`src/common/spindle_pkg.sv`:
```
// Shared constants and carriers for the spindle, mask and power control block.
// Assumes a 100 MHz clock; all times are converted to cycle counts here.
package spindle_pkg;
    localparam int unsigned CLK_HZ         = 100_000_000;
    localparam int unsigned SETTLE_MS      = 18;
    localparam int unsigned SPINUP_MS      = 500;
    localparam int unsigned AUTOSTOP_MS    = 400;
    localparam int unsigned MODECHG_MS     = 500;
    // Times convert to whole cycles exactly; 27 counter bits hold the longest.
    localparam int unsigned SETTLE_CYC     = SETTLE_MS * (CLK_HZ / 1000);
    localparam int unsigned SPINUP_CYC     = SPINUP_MS * (CLK_HZ / 1000);
    localparam int unsigned AUTOSTOP_CYC   = AUTOSTOP_MS * (CLK_HZ / 1000);
    localparam int unsigned MODECHG_CYC    = MODECHG_MS * (CLK_HZ / 1000);
    localparam int unsigned CNT_W          = 27;

    typedef enum logic [2:0] {
        SP_IDLE = 3'h1,
        SP_AUTO = 3'h2,
        SP_RUN  = 3'h4
    } spin_state_t;

    // Host-side lines after synchronisation, active high.
    typedef struct packed {
        logic select;
        logic motor_req;
        logic step;
        logic mode_hd;
    } host_in_t;

    // Drive-side outputs to the host connector, active low, open-drain sense.
    typedef struct packed {
        logic read_n;
        logic index_n;
        logic ready_n;
    } host_out_t;

    // Power gating enables to the analog sections, active high.
    typedef struct packed {
        logic rw_pwr;
        logic spindle_pwr;
        logic stepper_pwr;
    } power_t;
endpackage

```
`src/hdl/spindle_ctrl.sv`:
```
// Spindle start/stop, output masking, activity lamp and standby power gating.
// Assumes host lines are asynchronous and active low at the pins, the media sensor asynchronous and active high;
// the flux and revolution marker inputs come from on-chip logic on clk_i.
// Behaviour
// - With the spindle stopped, read/write and spindle control power are off.
// - The stepper is powered only during a seek and for 18 ms after the last step.
// - The activity lamp is lit exactly while unit select is low.
// - Flux and marker outputs are masked during a seek and 18 ms after the last step.
// - Flux and marker outputs are masked while not ready, up to 500 ms after start.
// - Media insertion starts the spindle whatever the run request says.
// - About 400 ms after an insertion start the spindle stops unless run is requested.
// - Media removal stops the spindle at once, whatever the run request says.
// - When ready, one active-low marker pulse per revolution, idling high.
// - Status and data outputs are driven only while unit select is low.
// - After a capacity mode change both outputs are masked for 0.5 s.
`timescale 1ns/1ps
module spindle_ctrl
    import spindle_pkg::*;
#(
    parameter int unsigned SETTLE_CYCLES   = SETTLE_CYC,
    parameter int unsigned SPINUP_CYCLES   = SPINUP_CYC,
    parameter int unsigned AUTOSTOP_CYCLES = AUTOSTOP_CYC,
    parameter int unsigned MODECHG_CYCLES  = MODECHG_CYC
) (
    // Clock and reset.
    input  wire logic      clk_i,
    input  wire logic      rst_i,
    // Host interface pins, active low.
    input  wire logic      select_n_i,
    input  wire logic      motor_n_i,
    input  wire logic      step_n_i,
    input  wire logic      mode_n_i,
    // Media sensor pin, high while a disk is seated.
    input  wire logic      media_i,
    // Internal read channel on clk_i, active high pulses.
    input  wire logic      flux_i,
    input  wire logic      marker_i,
    // Host outputs, active low, with open-drain enables.
    output host_out_t      host_o,
    output host_out_t      host_oe_o,
    // Lamp and power gating.
    output logic           lamp_o,
    output power_t         power_o
);
    host_in_t    sync1, sync2, sync3, hin;
    logic        media1, media2, media3, media;
    spin_state_t state;
    logic [CNT_W-1:0] auto_cnt, spin_cnt, settle_cnt, mode_cnt;
    logic        spinning, ready, seeking, mode_prev;
    logic        mask, flux_q, marker_q, ready_q, media3_q;

    // Three-stage synchronisers; a change counts when stages two and three agree.
    always_ff @(posedge clk_i or posedge rst_i) begin
        if (rst_i) begin
            sync1  <= '0;
            sync2  <= '0;
            sync3  <= '0;
            media1 <= 1'b0;
            media2 <= 1'b0;
            media3 <= 1'b0;
        end else begin
            sync1  <= {~select_n_i, ~motor_n_i, ~step_n_i, ~mode_n_i};
            sync2  <= sync1;
            sync3  <= sync2;
            media1 <= media_i;
            media2 <= media1;
            media3 <= media2;
        end
    end

    always_ff @(posedge clk_i or posedge rst_i) begin
        if (rst_i) begin
            hin   <= '0;
            media <= 1'b0;
        end else begin
            hin   <= host_in_t'((sync2 & sync3) | (hin & (sync2 | sync3)));
            if (media2 == media3) begin
                media <= media2;
            end
        end
    end

    // Spindle state machine.
    always_ff @(posedge clk_i or posedge rst_i) begin
        if (rst_i) begin
            state    <= SP_IDLE;
            auto_cnt <= '0;
        end else begin
            case (state)
                SP_IDLE: begin
                    auto_cnt <= '0;
                    // A disk still seated after the spindle stops has no new insertion edge.
                    if (media && hin.motor_req) begin
                        state <= SP_RUN;
                    end
                end
                SP_AUTO: begin
                    auto_cnt <= auto_cnt + 1'b1;
                    if (!media) begin
                        state <= SP_IDLE;
                    end else if (hin.motor_req) begin
                        state <= SP_RUN;
                    end else if (auto_cnt >= CNT_W'(AUTOSTOP_CYCLES - 1)) begin
                        state <= SP_IDLE;
                    end
                end
                SP_RUN: begin
                    if (!media || !hin.motor_req) begin
                        state <= SP_IDLE;
                    end
                end
                default: state <= SP_IDLE;
            endcase
            // Insertion edge takes priority over any run request.
            if (media && !media3_q) begin
                state    <= SP_AUTO;
                auto_cnt <= '0;
            end
        end
    end

    always_ff @(posedge clk_i or posedge rst_i) begin
        if (rst_i) begin
            media3_q <= 1'b0;
        end else begin
            media3_q <= media;
        end
    end

    assign spinning = (state != SP_IDLE);

    // Spin-up timer; ready only once it has run out.
    always_ff @(posedge clk_i or posedge rst_i) begin
        if (rst_i) begin
            spin_cnt <= '0;
        end else if (!spinning) begin
            spin_cnt <= '0;
        end else if (spin_cnt != CNT_W'(SPINUP_CYCLES)) begin
            spin_cnt <= spin_cnt + 1'b1;
        end
    end

    assign ready = media && spinning && (spin_cnt == CNT_W'(SPINUP_CYCLES));

    // Seek tracking: each step restarts the settle window.
    always_ff @(posedge clk_i or posedge rst_i) begin
        if (rst_i) begin
            settle_cnt <= '0;
        end else begin
            if (hin.step) begin
                settle_cnt <= CNT_W'(SETTLE_CYCLES);
            end else if (settle_cnt != '0) begin
                settle_cnt <= settle_cnt - 1'b1;
            end
        end
    end

    assign seeking = hin.step || (settle_cnt != '0);

    // Capacity mode change mask.
    always_ff @(posedge clk_i or posedge rst_i) begin
        if (rst_i) begin
            mode_prev <= 1'b0;
            mode_cnt  <= '0;
        end else begin
            mode_prev <= hin.mode_hd;
            if (hin.mode_hd != mode_prev && spinning) begin
                mode_cnt <= CNT_W'(MODECHG_CYCLES);
            end else if (mode_cnt != '0) begin
                mode_cnt <= mode_cnt - 1'b1;
            end
        end
    end

    assign mask = seeking || !ready || (mode_cnt != '0);

    // Registered outputs; the lines idle high when masked or deselected.
    always_ff @(posedge clk_i or posedge rst_i) begin
        if (rst_i) begin
            flux_q   <= 1'b0;
            marker_q <= 1'b0;
            ready_q  <= 1'b0;
        end else begin
            flux_q   <= hin.select && !mask && flux_i;
            marker_q <= hin.select && !mask && marker_i;
            ready_q  <= hin.select && ready;
        end
    end

    assign host_o    = '0;
    assign host_oe_o = '{read_n: flux_q, index_n: marker_q, ready_n: ready_q};
    assign lamp_o    = hin.select;
    // Gating the stepper off between seeks saves most of the standby current.
    assign power_o   = '{rw_pwr: spinning, spindle_pwr: spinning,
                         stepper_pwr: seeking};

    AST_STOP_PWR: assert property (@(posedge clk_i) disable iff (rst_i)
        (state == SP_IDLE) |-> !power_o.rw_pwr && !power_o.spindle_pwr)
        else $error("power on with spindle stopped");
    AST_STEP_PWR: assert property (@(posedge clk_i) disable iff (rst_i)
        power_o.stepper_pwr |-> seeking)
        else $error("stepper powered outside a seek");
    AST_LAMP: assert property (@(posedge clk_i) disable iff (rst_i)
        (sync2.select == sync3.select) |=> lamp_o == $past(sync3.select))
        else $error("lamp does not follow select");
    AST_SEEK_MASK: assert property (@(posedge clk_i) disable iff (rst_i)
        $fell(hin.step) |=> !host_oe_o.read_n [*8])
        else $error("flux not masked after step");
    AST_SPINUP_MASK: assert property (@(posedge clk_i) disable iff (rst_i)
        $rose(spinning) |=> !host_oe_o.index_n [*8])
        else $error("marker not masked at spin-up");
    AST_INSERT: assert property (@(posedge clk_i) disable iff (rst_i)
        (media && !media3_q) |=> state == SP_AUTO)
        else $error("insertion did not start spindle");
    AST_REMOVE: assert property (@(posedge clk_i) disable iff (rst_i)
        (!media && $past(media)) |=> !spinning)
        else $error("removal did not stop spindle");
    AST_DESEL: assert property (@(posedge clk_i) disable iff (rst_i)
        !$past(hin.select) |-> host_oe_o == '0)
        else $error("outputs driven while deselected");
    AST_READY: assert property (@(posedge clk_i) disable iff (rst_i)
        ready |-> media && spinning)
        else $error("ready without media and spindle");

    COV_INSERT: cover property (@(posedge clk_i) disable iff (rst_i)
        state == SP_AUTO ##1 state == SP_IDLE);
    COV_RUN:    cover property (@(posedge clk_i) disable iff (rst_i)
        state == SP_AUTO ##1 state == SP_RUN);
    COV_READY:  cover property (@(posedge clk_i) disable iff (rst_i) $rose(ready));
endmodule

```
`config.mk`:
```
export PLATFORM = sky130hd
export DESIGN_NAME = spindle_ctrl
export DESIGN_NICKNAME = d
export VERILOG_FILES = /design/src/common/spindle_pkg.sv /design/src/hdl/spindle_ctrl.sv
export SDC_FILE = /design/constraint.sdc
export NUM_CORES = 1
export LEC_CHECK = 0
export ABC_AREA = 1
export BUFFER_PORTS_ARGS = -buffer_cell sky130_fd_sc_hd__buf_2
export CAP_MARGIN = 10
export CORE_UTILIZATION = 50
export DETAILED_ROUTE_END_ITERATION = 10
export PLACE_DENSITY = 0.7
export SLEW_MARGIN = 25
export SYNTH_ARGS = -nofsm -noshare
export SYNTH_HDL_FRONTEND = slang
export SYNTH_SLANG_ARGS = --single-unit
```
`constraint.sdc`:
```
create_clock -name clk_i -period 10.47 [get_ports clk_i]
set_input_delay 2.094 -clock clk_i [delete_from_list [all_inputs] [get_ports clk_i]]
set_output_delay 2.094 -clock clk_i [all_outputs]
set_load 0.03 [all_outputs]
```
Word level (Yosys, flattened, before mapping). Index checks and enable logic that the tools add are counted.

Mux-type cells: 15. Add/subtract/negate cells: 4. Reductions and logical operators: 24. Equal/unequal tests: 12. Magnitude comparators: 1. Bitwise operators: 8.

Operators by type and width (number): 2-to-1 mux 27 bit (7); adder 27 x 1 -> 27 bit (second input constant) (2); case mux 27 bit (2 select lines) (1); nonzero test 27 bit (2); subtractor 27 x 1 -> 27 bit (second input constant) (2); equality test 27 x 26 -> 1 bit (second input constant) (1); greater-or-equal comparator 27 x 26 -> 1 bit (second input constant) (1); != test 27 x 26 -> 1 bit (second input constant) (1); 2-to-1 mux 3 bit (6); logical AND 1 bit (9); case mux 3 bit (3 select lines) (1); bitwise AND 4 bit (2); bitwise OR 4 bit (2); != test 3 bit (second input constant) (2); logical NOT 1 bit (5); != test 5 bit (second input constant) (1); logical OR 1 bit (4); NOT 1 bit (4); nonzero test 2 bit (2); equality test 3 x 1 -> 1 bit (second input constant) (1); equality test 3 x 2 -> 1 bit (second input constant) (1); equality test 3 bit (second input constant) (1); != test 3 x 1 -> 1 bit (second input constant) (1); AND reduction 3 bit (1); other kinds (4) (4).

Output and inout bits: 10. Flip-flop bits (word level): 136. Input bits: 9.

Longest topological paths before layout.
Depth in word-level cells: 9. Depth in mapped cells: 12. Depth with buffers taken out: 12.

Worst setup path before layout. OpenSTA, ideal clock, no wires.

Path kind: reg2out. Start point: register settle_cnt[0]. End point: output power_o[0] in the netlist's numbering. Required time: 8376 ps. Data arrival time: 1213 ps. Setup slack: 7163 ps. Cell stages (with the launch flop): 7. Path through: dfrtp_1 -> inv_1 -> ha_1 -> nand4_1 -> nor2_1 -> nand3_2 -> buf_4.

Word-level cells in the longest chain between the ends: 2.

Ends and longest elaborated chain: start: declaration (line spindle_ctrl.sv:48) `logic [CNT_W-1:0] auto_cnt, spin_cnt, settle_cnt, mode_cnt;`; start signal: assignment (line spindle_ctrl.sv:151) `settle_cnt <= CNT_W'(SETTLE_CYCLES);`; start signal: assignment (line spindle_ctrl.sv:153) `settle_cnt <= settle_cnt - 1'b1;`; nonzero test 27 bit (line spindle_ctrl.sv:158) `assign seeking = hin.step || (settle_cnt != '0);`; logical OR 1 bit (line spindle_ctrl.sv:158); end: declaration (line spindle_ctrl.sv:43) `output power_t power_o`.

Every way passes these cells.

==> out/results.ini <==
[flow_run]
cap_violations = 0

[cts]
cts.repair.resized = 0
clk_latency_ns = 0.42
clock_path_buffers = 2
numCtsBuffers = 17
cts_setup_buffers = 0
cts_hold_buffers = 0
cts-root-buf = clkbuf_16
cts_tree = built
clkSlewWorstSetupHoldPaths_ns = 0.06
cts.htree.levels = 4
cts_sinks = 136

[synth]
synth.avg_cell_area_sq_um = 7.544
synthArstFlopShare = 1.000
syn_area_sq_mm = 0.007884
ys_seq_area_frac = 0.4318
synth_seq_cells = 136
ys_types = 53
syn_inst = 1045
synth_ff_type = dfrtp_1
synth_edf_count = 0
yosysWarnings = 0

[timing]
clock_skew_ns = 0.005423
rsz0062_at_grt = false
fmax_mhz = 236.0
relSlewSlack = 0.4306
setup_tns_ns = 0
fin_crit_sh = 0.4047
period_minus_slack_ns = 4.237
slew_viol_final = 0
tightest_slew_ns = 0.8541
hold_viol = 0
finalSetupViolCount = 0

[detailed_routing]
wire_per_inst_um = 13.75
dr.pass1.iters = 5
drc_errors = 0
drt_wl_total_um = 17670
drt-initial-drc-count = 546
via_per_inst = 5.223
vias = 6712
drtAntennaViolNets = 0

[global_route]
grt_antenna_before_repair = 0
grt_pass1_wl_um = 30610
grt_max_degree = 73
grt_pass1_vias = 6433
grtUsageTotal = 0.2390
grt_overflow = 0

[power]
p_int_mw = 1.106
p_clk_frac = 0.399
p_per_area_mw_per_mm2 = 190.0
ir_drop_mv = 0.1625
p_switching_mw = 0.5582
comb_power_share = 0.223
power_leakage_nw = 3.907
p_seq_frac = 0.378
switching_share = 0.3354
p_total_mw = 1.664

[critical_path]
cp_slowest_cell = dfrtp_1
worst-setup-path-type = register to output pin
path_cells = inv_1 -> nand3_2 -> buf_2
cp_top_family = flip-flops
crit_path_start_kind = register
crit_arrival_ns = 2.14
path_max_fanout = 21
worstSetupEndpointType = output pin
worst-path-buf-inv = 2
crit_required_ns = 8.38
slowest_delay_ns = 0.84

[status]
outcome = completed

[layout]
area_delta_synth_final_pct = 11.14
fin_cells = 1285
final_util = 0.5721
nets = 1077
n_antenna_cell = 0
drive_gt1_frac = 0.1304

[floorplan]
row_count = 45
die-area_sq_mm = 0.01627
pin_count = 19
die_h_um = 127.6
core_sq_mm = 0.01531
die_w_um = 127.6
initial_core_util = 0.5148

[place]
gp_congestion = 0.9319
io_buffers = 15
hpwlAfterDp_um = 12660
placed_cells = 1253

[hold_path]
hold_path.class = register to register

## state kept, by name, indices dropped and copies added, names as in the netlist
| name | count |
|---|---|
| settle_cnt | 27 |
| media | 1 |
| sync2 | 4 |
| sync1 | 4 |
| mode_cnt | 27 |
| state | 3 |
| hin | 3 |
| media1 | 1 |
| spin_cnt | 27 |
| flux_q | 1 |
| sync3 | 4 |
| lamp_o | 1 |
| ready_q | 1 |
| media3_q | 1 |
| mode_prev | 1 |
| media2 | 1 |
| media3 | 1 |
| marker_q | 1 |
| auto_cnt | 27 |
## Yosys cell counts (3+ instances only)
| cell | number | area share |
|---|---|---|
| a21oi_1 | 36 | 0.023 |
| buf_2 | 8 | 0.0051 |
| buf_4 | 9 | 0.0086 |
| clkbuf_1 | 3 | 0.0014 |
| dfrtp_1 | 135 | 0.43 |
| ha_1 | 7 | 0.011 |
| inv_1 | 116 | 0.055 |
| inv_2 | 21 | 0.010 |
| maj3_1 | 5 | 0.0063 |
| nand2_1 | 223 | 0.11 |
| nand2_2 | 12 | 0.0095 |
| nand3_1 | 66 | 0.042 |
| nand3_2 | 3 | 0.0038 |
| nand4_1 | 22 | 0.017 |
| nor2_1 | 175 | 0.083 |
| nor2_2 | 27 | 0.021 |
| nor2_4 | 9 | 0.013 |
| nor2_8 | 3 | 0.0076 |
| nor3_1 | 42 | 0.027 |
| o21a_1 | 4 | 0.0038 |
| o21ai_0 | 36 | 0.023 |
| o21ai_1 | 5 | 0.0032 |
| o22ai_1 | 7 | 0.0056 |
| o31ai_1 | 4 | 0.0038 |
| or2_0 | 4 | 0.0032 |
| or2_1 | 3 | 0.0024 |
| xnor2_1 | 4 | 0.0044 |
| xor2_1 | 22 | 0.024 |
## metrics by stage
step,cell area (sq um),hold WS (ns),worst slack (ns)
finish,8762,0.3524,6.233
global route,8762,0.3656,6.084
CTS,8762,0.3547,6.235
detailed placement,8113,0.3402,6.687
global placement,8113,0.3363,6.740
floorplan,7891,0.3312,4.738
## cell type report
class | count | area [sq um]
Fill cell | 1440 | 6553
Multi-Input combinational cell | 751 | 3832
Sequential cell | 136 | 3405
Inverter | 139 | 529.3
Clock buffer | 19 | 432.9
Tap cell | 211 | 264.0
Clock inverter | 13 | 216.5
Timing Repair Buffer | 16 | 82.58
## worst register-to-register path, stage by stage (launching register included)
cell     delay [ns]
dfstp_2        0.55
nand3_2        0.43
inv_1          0.60
a21oi_4        0.20
inv_2          0.27
nand2_4        0.14
inv_2          0.09
nand2_1        0.06
o21ai_2        0.05
## cells in the final DEF, fill, tap and decap left out, types with 21 or more instances in the layout
| cell | synthesis | final |
|---|---|---|
| a21oi_1 | 36 | 36 |
| dfrtp_1 | 135 | 135 |
| inv_1 | 116 | 115 |
| inv_2 | 21 | 21 |
| nand2_1 | 223 | 223 |
| nand3_1 | 66 | 66 |
| nand4_1 | 22 | 22 |
| nor2_1 | 175 | 175 |
| nor2_2 | 27 | 27 |
| nor3_1 | 42 | 42 |
| o21ai_0 | 36 | 36 |
| xor2_1 | 22 | 22 |
## worst paths after layout
path                                      start                         end  slack (ns)  cells past startpoint
min reg2reg                  sync1[1]$_DFF_PP0_          sync2[1]$_DFF_PP0_        0.35                      0
max                            hin[1]$_DFF_PP0_                  power_o[0]        6.23                      3
min in group asynchronous                 rst_i  settle_cnt[26]$_DFFE_PP0P_        1.75                      2
max in group asynchronous                 rst_i    mode_cnt[24]$_DFFE_PP0P_        7.42                      3
max reg2reg                state[0]$_DFFE_PP1P_     mode_cnt[0]$_DFFE_PP0P_        8.01                      8
min                          sync1[1]$_DFF_PP0_          sync2[1]$_DFF_PP0_        0.35                      0
## routing by layer
metal  track usage  vias up  part of all wire
met3       0.04983       26             0.040
li1              -     3367                 -
met1        0.3221     3171              0.48
met2        0.3873      148              0.47
met5             0        -                 0
met4       0.07543        0             0.016
## logic make-up (layout without fill, tap and decap cells)
family                   after synthesis  in the layout  synth area share
XOR/XNOR                              26             26           0.02888
flip-flops                           136            136            0.4318
AND/OR/NAND/NOR                      609            609            0.3660
adder cells (fa/ha/maj)               12             12           0.01746
buffers and inverters                160            187           0.08300
AO/OA/AOI/OAI                        101            101           0.07237
other                                  1              3         0.0004757
## power by group through the flow
stage | Clock (mW) | Sequential [mW] | Combinational (mW)
6_report | 0.665 | 0.629 | 0.371
5_1_grt | 0.697 | 0.636 | 0.419
4_1_cts | 0.673 | 0.628 | 0.370
3_5_place_dp | 0 | 0.637 | 0.368
3_3_place_gp | 0 | 0.635 | 0.362
2_1_floorplan | 0 | 0.624 | 0.304
Power figures use the tool's default switching activity.
